--- src/pkg/atb_pkg.sv ---
// Constants for the analog trim register bank.
// Assumes a single 20 MHz register clock and an active-low reset.
package atb_pkg;

    // ****************************************************************
    // Register window bases and offsets
    // ****************************************************************
    // Global base for a blocking access.
    localparam logic [15:0] ATB_BASE_BLOCKING    = 16'h0200;
    // Global base for a non-blocking access.
    localparam logic [15:0] ATB_BASE_NONBLOCKING = 16'h0300;
    // Offset of the sleep reference trim register.
    localparam logic [7:0]  ATB_OFS_SLEEP        = 8'hF2;
    // Offset of the ADC offset trim register.
    localparam logic [7:0]  ATB_OFS_ADC          = 8'hF3;

    // ****************************************************************
    // Field positions
    // ****************************************************************
    // Sleep reference trim enable bit.
    localparam int ATB_SLP_EN_BIT    = 4;
    // Sleep reference trim lock bit.
    localparam int ATB_SLP_LOCK_BIT  = 3;
    // Sleep reference code sits in bits 2 to 0.
    localparam int ATB_SLP_CODE_MSB  = 2;
    localparam int ATB_SLP_CODE_LSB  = 0;
    // ADC offset trim enable bit.
    localparam int ATB_ADC_EN_BIT    = 7;
    // ADC offset code sits in bits 6 to 4.
    localparam int ATB_ADC_CODE_MSB  = 6;
    localparam int ATB_ADC_CODE_LSB  = 4;
    // Spare enable bit, spare bits in 2 to 0.
    localparam int ATB_SPARE_EN_BIT  = 3;
    localparam int ATB_SPARE_MSB     = 2;
    localparam int ATB_SPARE_LSB     = 0;

    // ****************************************************************
    // Reset values and masks
    // ****************************************************************
    // Both registers clear to zero.
    localparam logic [7:0] ATB_RESET_VALUE   = 8'h00;
    // Writable bits of the sleep register; bits 7 to 5 stay zero.
    localparam logic [7:0] ATB_SLP_WR_MASK   = 8'h1F;
    // Code sent to the analog side while a trim is disabled.
    localparam logic [2:0] ATB_DEFAULT_CODE  = 3'h0;
    // Read data for an unmapped address.
    localparam logic [7:0] ATB_UNMAPPED_DATA = 8'h00;
    // Sleep step count after reset: the default lowest setting.
    localparam logic signed [2:0] ATB_SLP_STEP_RESET = 3'sh5;
    // ADC step count after reset: zero adjustment.
    localparam logic signed [2:0] ATB_ADC_STEP_RESET = 3'sh0;

endpackage

--- src/atb_trim_decode.sv ---
// Decoder of the two 3-bit trim codes into signed step counts.
// Assumes codes already forced to default while their trim is disabled.
`timescale 1ns/1ps

module atb_trim_decode
    import atb_pkg::*;
(
    input  wire logic              [2:0] sleep_code_i, // Sleep code.
    input  wire logic              [2:0] adc_code_i,   // ADC offset code.
    output logic signed            [2:0] sleep_step_o, // Sleep steps.
    output logic signed            [2:0] adc_step_o    // ADC steps.
);

    // ****************************************************************
    // Decode functions
    // ****************************************************************

    // Sleep code: seven steps, both end codes give the lowest setting.
    function automatic logic signed [2:0] sleep_steps(
        input logic [2:0] code
    );
        logic signed [2:0] s;
        s = -3'sd3;
        case (code)
            3'h1: s = -3'sd2;
            3'h2: s = -3'sd1;
            3'h3: s = 3'sd0;
            3'h4: s = 3'sd1;
            3'h5: s = 3'sd2;
            3'h6: s = 3'sd3;
            default: s = -3'sd3;
        endcase
        return s;
    endfunction

    // ADC code: both end codes give zero, low half up, high half down.
    function automatic logic signed [2:0] adc_steps(
        input logic [2:0] code
    );
        logic signed [2:0] s;
        s = 3'sd0;
        case (code)
            3'h1: s = 3'sd1;
            3'h2: s = 3'sd2;
            3'h3: s = 3'sd3;
            3'h4: s = -3'sd3;
            3'h5: s = -3'sd2;
            3'h6: s = -3'sd1;
            default: s = 3'sd0;
        endcase
        return s;
    endfunction

    // Apply both decoders.
    always_comb begin
        sleep_step_o = sleep_steps(sleep_code_i);
        adc_step_o   = adc_steps(adc_code_i);
    end

endmodule

--- src/atb_trim_bank.sv ---
// Analog trim register bank: sleep reference trim and ADC offset trim.
// Assumes register accesses from logic on clk_i, one per cycle.
//
// Overview of operation
// - Sleep trim applies only while enabled
// - Sleep lock flag stored at bit 3
// - Sleep code: 000/111 lowest, 011 zero
// - Registers at base 0x0200 or 0x300
// - ADC offset code ignored unless bit 7
// - ADC code signed: 1-3 up, 4-6 down
// - Spare enable and spare bits read/write
// - Sleep register at 0xF2, top bits zero
`timescale 1ns/1ps

module atb_trim_bank
    import atb_pkg::*;
(
    input  wire logic               clk_i,                    // Clock.
    input  wire logic               resetn_i,                 // Reset.
    input  wire logic        [15:0] reg_addr_i,               // Address.
    input  wire logic               reg_wr_i,                 // Write.
    input  wire logic               reg_rd_i,                 // Read.
    input  wire logic         [7:0] reg_wdata_i,              // Wr data.
    output logic              [7:0] reg_rdata_o,              // Rd data.
    output logic                    reg_ack_o,                // Done.
    output logic                    sleep_ref_trim_enable_o,  // Enable.
    output logic                    sleep_ref_trim_lock_o,    // Lock.
    output logic              [2:0] sleep_ref_trim_code_o,    // Code.
    output logic signed       [2:0] sleep_ref_step_o,         // Steps.
    output logic                    adc_offset_trim_enable_o, // Enable.
    output logic              [2:0] adc_offset_trim_code_o,   // Code.
    output logic signed       [2:0] adc_offset_step_o,        // Steps.
    output logic                    spare_trim_enable_o,      // Spare.
    output logic              [2:0] spare_trim_bits_o         // Spares.
);

    // ****************************************************************
    // Address decode
    // ****************************************************************

    // True when the address hits an offset through either base.
    function automatic logic hits(
        input logic [15:0] addr,
        input logic [7:0]  ofs
    );
        return (addr == ATB_BASE_BLOCKING + {8'h00, ofs}) ||
               (addr == ATB_BASE_NONBLOCKING + {8'h00, ofs});
    endfunction

    logic hit_sleep; // Access aims at the sleep register.
    logic hit_adc;   // Access aims at the ADC offset register.

    // Both bases reach the same storage.
    always_comb begin
        hit_sleep = hits(reg_addr_i, ATB_OFS_SLEEP);
        hit_adc   = hits(reg_addr_i, ATB_OFS_ADC);
    end

    // ****************************************************************
    // Register storage and bus answer
    // ****************************************************************

    logic [7:0] sleep_reg;       // Stored sleep trim register.
    logic [7:0] adc_reg;         // Stored ADC offset trim register.
    logic [7:0] next_sleep_reg;  // Next sleep register value.
    logic [7:0] next_adc_reg;    // Next ADC register value.
    logic [7:0] next_rdata;      // Next read data.
    logic       next_ack;        // Next acknowledge.

    // Writes land on the next edge; reads return the old value.
    always_comb begin
        next_sleep_reg = sleep_reg;
        next_adc_reg   = adc_reg;
        next_ack       = reg_wr_i | reg_rd_i;
        next_rdata     = ATB_UNMAPPED_DATA;
        if (reg_wr_i && hit_sleep) begin
            next_sleep_reg = reg_wdata_i & ATB_SLP_WR_MASK;
        end
        if (reg_wr_i && hit_adc) begin
            next_adc_reg = reg_wdata_i;
        end
        if (reg_rd_i && hit_sleep) begin
            // Read back of the sleep register.
            next_rdata = sleep_reg;
        end else if (reg_rd_i && hit_adc) begin
            // Read back of the ADC offset register.
            next_rdata = adc_reg;
        end else begin
            // Unmapped or idle cycles read as zero.
            next_rdata = ATB_UNMAPPED_DATA;
        end
    end

    // Register the storage and the answer; reset clears everything.
    always_ff @(posedge clk_i or negedge resetn_i) begin
        if (!resetn_i) begin
            sleep_reg   <= ATB_RESET_VALUE;
            adc_reg     <= ATB_RESET_VALUE;
            reg_rdata_o <= ATB_UNMAPPED_DATA;
            reg_ack_o   <= 1'b0;
        end else begin
            sleep_reg   <= next_sleep_reg;
            adc_reg     <= next_adc_reg;
            reg_rdata_o <= next_rdata;
            reg_ack_o   <= next_ack;
        end
    end

    // ****************************************************************
    // Applied trim settings
    // ****************************************************************

    logic              next_slp_en;    // Next sleep enable.
    logic              next_slp_lock;  // Next applied lock.
    logic        [2:0] next_slp_code;  // Next applied sleep code.
    logic              next_adc_en;    // Next ADC enable.
    logic        [2:0] next_adc_code;  // Next applied ADC code.
    logic signed [2:0] next_slp_step;  // Decoded sleep steps.
    logic signed [2:0] next_adc_step;  // Decoded ADC steps.

    // Gate each code by its enable from the next stored value, so the
    // applied setting moves on the same edge as the register.
    always_comb begin
        next_slp_en   = next_sleep_reg[ATB_SLP_EN_BIT];
        next_adc_en   = next_adc_reg[ATB_ADC_EN_BIT];
        next_slp_lock = 1'b0;
        next_slp_code = ATB_DEFAULT_CODE;
        next_adc_code = ATB_DEFAULT_CODE;
        if (next_slp_en) begin
            next_slp_lock = next_sleep_reg[ATB_SLP_LOCK_BIT];
            next_slp_code =
                next_sleep_reg[ATB_SLP_CODE_MSB:ATB_SLP_CODE_LSB];
        end else begin
            next_slp_code = ATB_DEFAULT_CODE;
        end
        if (next_adc_en) begin
            next_adc_code =
                next_adc_reg[ATB_ADC_CODE_MSB:ATB_ADC_CODE_LSB];
        end else begin
            next_adc_code = ATB_DEFAULT_CODE;
        end
    end

    // Step decoder for both codes.
    atb_trim_decode u_decode (
        .sleep_code_i (next_slp_code),
        .adc_code_i   (next_adc_code),
        .sleep_step_o (next_slp_step),
        .adc_step_o   (next_adc_step)
    );

    // Register the applied settings so the analog side sees flops.
    always_ff @(posedge clk_i or negedge resetn_i) begin
        if (!resetn_i) begin
            sleep_ref_trim_enable_o  <= 1'b0;
            sleep_ref_trim_lock_o    <= 1'b0;
            sleep_ref_trim_code_o    <= ATB_DEFAULT_CODE;
            sleep_ref_step_o         <= ATB_SLP_STEP_RESET;
            adc_offset_trim_enable_o <= 1'b0;
            adc_offset_trim_code_o   <= ATB_DEFAULT_CODE;
            adc_offset_step_o        <= ATB_ADC_STEP_RESET;
            spare_trim_enable_o      <= 1'b0;
            spare_trim_bits_o        <= 3'h0;
        end else begin
            sleep_ref_trim_enable_o  <= next_slp_en;
            sleep_ref_trim_lock_o    <= next_slp_lock;
            sleep_ref_trim_code_o    <= next_slp_code;
            sleep_ref_step_o         <= next_slp_step;
            adc_offset_trim_enable_o <= next_adc_en;
            adc_offset_trim_code_o   <= next_adc_code;
            adc_offset_step_o        <= next_adc_step;
            spare_trim_enable_o      <= next_adc_reg[ATB_SPARE_EN_BIT];
            spare_trim_bits_o        <=
                next_adc_reg[ATB_SPARE_MSB:ATB_SPARE_LSB];
        end
    end
endmodule

--- config.mk ---
export PLATFORM = sky130hd
export DESIGN_NAME = atb_trim_bank
export DESIGN_NICKNAME = d
export VERILOG_FILES = /design/src/pkg/atb_pkg.sv /design/src/atb_trim_decode.sv /design/src/atb_trim_bank.sv
export SDC_FILE = /design/constraint.sdc
export NUM_CORES = 1
export LEC_CHECK = 0
export BUFFER_PORTS_ARGS = -buffer_cell sky130_fd_sc_hd__buf_2
export CAP_MARGIN = 40
export CORE_MARGIN = 2
export CORE_UTILIZATION = 44
export DETAILED_ROUTE_END_ITERATION = 7
export GPL_TIMING_DRIVEN = 0
export PLACE_DENSITY = 0.83
export RECOVER_POWER = 50
export SLEW_MARGIN = 20
export SYNTH_ARGS = -nofsm -noshare
export SYNTH_HDL_FRONTEND = slang
export SYNTH_SLANG_ARGS = --single-unit
--- constraint.sdc ---
create_clock -name clk_i -period 1.5 [get_ports clk_i]
set_input_delay 0.45 -clock clk_i [delete_from_list [all_inputs] [get_ports clk_i]]
set_output_delay 0.45 -clock clk_i [all_outputs]
set_load 0.05 [all_outputs]
==> results.yml <==
run_status:
  status: "finished with violations"
  violations: "negative setup slack"
synthesis:
  yosysMostFrequentCell: "dfrtp_1"
  synth_top_area_share_pct: 51.93
  ys_types: 34
  yosysTopAreaCell: "dfrtp_1"
  ys_ff_latch: 35
  synthTopCellsByCount: "dfrtp_1, nand2_1, mux2_1"
  synth_edf_count: 0
  syn_avg_cell_area_um2: 11.78
  yosysWarnings: 0
  syn_area_um2: 1590
  yosysSeqAreaShare_pct: 55.23
  syn_inst: 135
  synth-main-ff-cell: "dfrtp_1"
  synth_nets: 167
  postSynth.asyncResetShare_pct: 100.0
  synthTopCellsByArea: "dfrtp_1, mux2_1, nand2_1, dfstp_2, ha_1"
worst_setup_path:
  path_class: "in2reg"
  cp.arrival_ns: 2.44
  cp-start-kind: "primary input"
  required_ns: 1.76
  end_kind: "flop"
  worst-path-max-fanout: 4
sta:
  tns_ns: -2.585
  relSlewSlack_pct: 44.80
  rsz0062_at_grt: "true"
  hold_viol_final: 0
  fin_worst_skew_ns: 0.01693
  setup_slack_ns: -0.6748
  max_freq_mhz: 459.8
  slew_violations: 0
  setup_viol: 13
  post-route-min-period_ns: 2.175
  fin_crit_sh_pct: 145.0
  worst_slew_pin_slew_ns: 0.8280
grt:
  globalRouteOverflowTotal: 0
  grt_max_degree: 36
  grt_pass1_wl_mm: 5.223
  antenna_found_initial: 0
  grt_pass1_vias: 1212
  grt.total_usage_pct: 16.88
clocking:
  clock_sinks: 35
  clk_pin_slew_ns: 0.11
  cts_tree: "built"
  cts-root-buf: "clkbuf_4"
  clk_latency_ns: 0.35
  clockBufferDepth: 2
  htree_levels: 2
  numCtsBuffers: 5
final_layout:
  final_nets: 247
  syn_to_final_growth_pct: 49.49
  multi_input_area_um2: 834.6
  n_antenna_cell: 0
  nFillCells: 241
  fin_util_pct: 69.60
  fin_cells: 262
  drive_above_1_share_pct: 52.31
  regArea_um2: 880.8
  largest_register_ffs: 8
die:
  die_area_um2: 4111
  die_h_um: 64.12
  rows: 21
  pin_count: 56
  start_util_pct: 46.56
  core_um2: 3416
  die_width_um: 64.12
route:
  ant_nets: 0
  drt-pass1-iter-count: 4
  first_iter_violations: 63
  vias: 1389
  totalWireLength_mm: 3.973
  post_drt_wl_per_cell_um: 15.16
  drt-vias-per-instance: 5.302
  route.detailed.drc: 0
min_path:
  hp-class: "in2async"
pwr:
  p_leak_nw: 1.234
  power.total_mw: 1.553
  powerDensity_nw_per_um2: 653.1
  vdd_drop_max_mv: 0.5511
flow_run:
  max_cap_viol_count: 0
placed_design:
  gp_congestion: 0.7984
  post-place-ws_ns: -1.112
  port_buffers: 54
  dp.cells: 235
  dp_hpwl_mm: 2.344
## layout make-up
class                   instances  area share [%]
multi-input cells              91           35.11
flip-flops and latches         35           37.05
repair buffers                 74           21.32
inverters                       2          0.3158
plain buffers                   6           1.737
clock buffers                   8           2.053
well taps                      46           2.421
## where the power goes
group / switching [mW] / internal, mW
registers: 0.000512 / 0.945
clock network: 0.294 / 0.187
logic: 0.0756 / 0.0508
## layout by cell type (no fill, tap or decap), types with 3 or more instances in the layout
cell type,n
buf_2,41
nand2_1,22
buf_6,13
clkbuf_1,6
a22o_1,5
nor4b_4,3
ha_4,3
o21ai_1,6
nand3_1,6
mux2_1,4
clkbuf_4,5
mux2_4,6
buf_4,20
nand4_1,4
dfrtp_1,31
## routing by layer
| layer | wire (um) | up-vias | track usage (%) | share of wire [%] |
|---|---|---|---|---|
| met5 | 0 | - | 0 | 0 |
| met4 | 114 | 0 | 8.245 | 2.9 |
| met3 | 267 | 12 | 4.930 | 6.7 |
| met2 | 2087 | 64 | 28.26 | 53 |
| met1 | 1503 | 673 | 19.81 | 38 |
| li1 | - | 640 | - | - |
## what timing repair did
action | 4_1_cts | 5_1_grt
pin swaps | 15 | 16
resized for setup | 17 | 33
buffers inserted | 10 | 10
hold buffers | 0 | 0
setup endpoints to repair | 20 | 34
## kinds of logic (layout without fill, tap and decap cells)
group                    count (synthesis)  after routing  share of synthesized area, %
flip-flops                              35             35                         55.23
buffers and inverters                    9             90                         3.147
multiplexers                            12             12                         8.419
AND/OR/NAND/NOR                         52             52                         19.51
XOR/XNOR                                 4              4                         2.203
adder cells (fa/ha/maj)                  4              4                         3.147
AO/OA/AOI/OAI                           19             19                         8.340
## final timing paths
check,start,end,slack (ns),depth (start not counted)
setup / recovery,reg_addr_i[15],sleep_ref_step_o[0]$_DFF_PN1_,-0.67,10
hold / removal,resetn_i,reg_ack_o$_DFF_PN0_,0.18,1
setup reg to reg,sleep_reg[4]$_DFF_PN0_,sleep_ref_step_o[0]$_DFF_PN1_,-0.32,6
hold reg to reg,sleep_reg[0]$_DFF_PN0_,sleep_reg[0]$_DFF_PN0_,0.51,2
max in group asynchronous,resetn_i,adc_offset_trim_enable_o$_DFF_PN0_,0.76,1
min in group clk_i,reg_rd_i,reg_ack_o$_DFF_PN0_,0.34,2
## through the flow
| step | hold slack [ns] | instance area [um^2] |
|---|---|---|
| 3_5_place_dp | 0.4868 | 1953 |
| 3_3_place_gp | 0.4738 | 1953 |
| 2_1_floorplan | 0.1544 | 1625 |
| 4_1_cts | 0.1812 | 2138 |
| 5_1_grt | 0.2489 | 2377 |
| 6_report | 0.1847 | 2377 |
## worst max-delay path, cell delays in order
cell and delay, ns:
buf_6 0.10, nor4b_4 0.33, nand4_1 0.23, nor3b_4 0.26, buf_6 0.16, a31o_4 0.17, ha_2 0.19, o21ai_0 0.11
or3_1 0.32, o311a_1 0.12
Power figures use the tool's default switching activity.
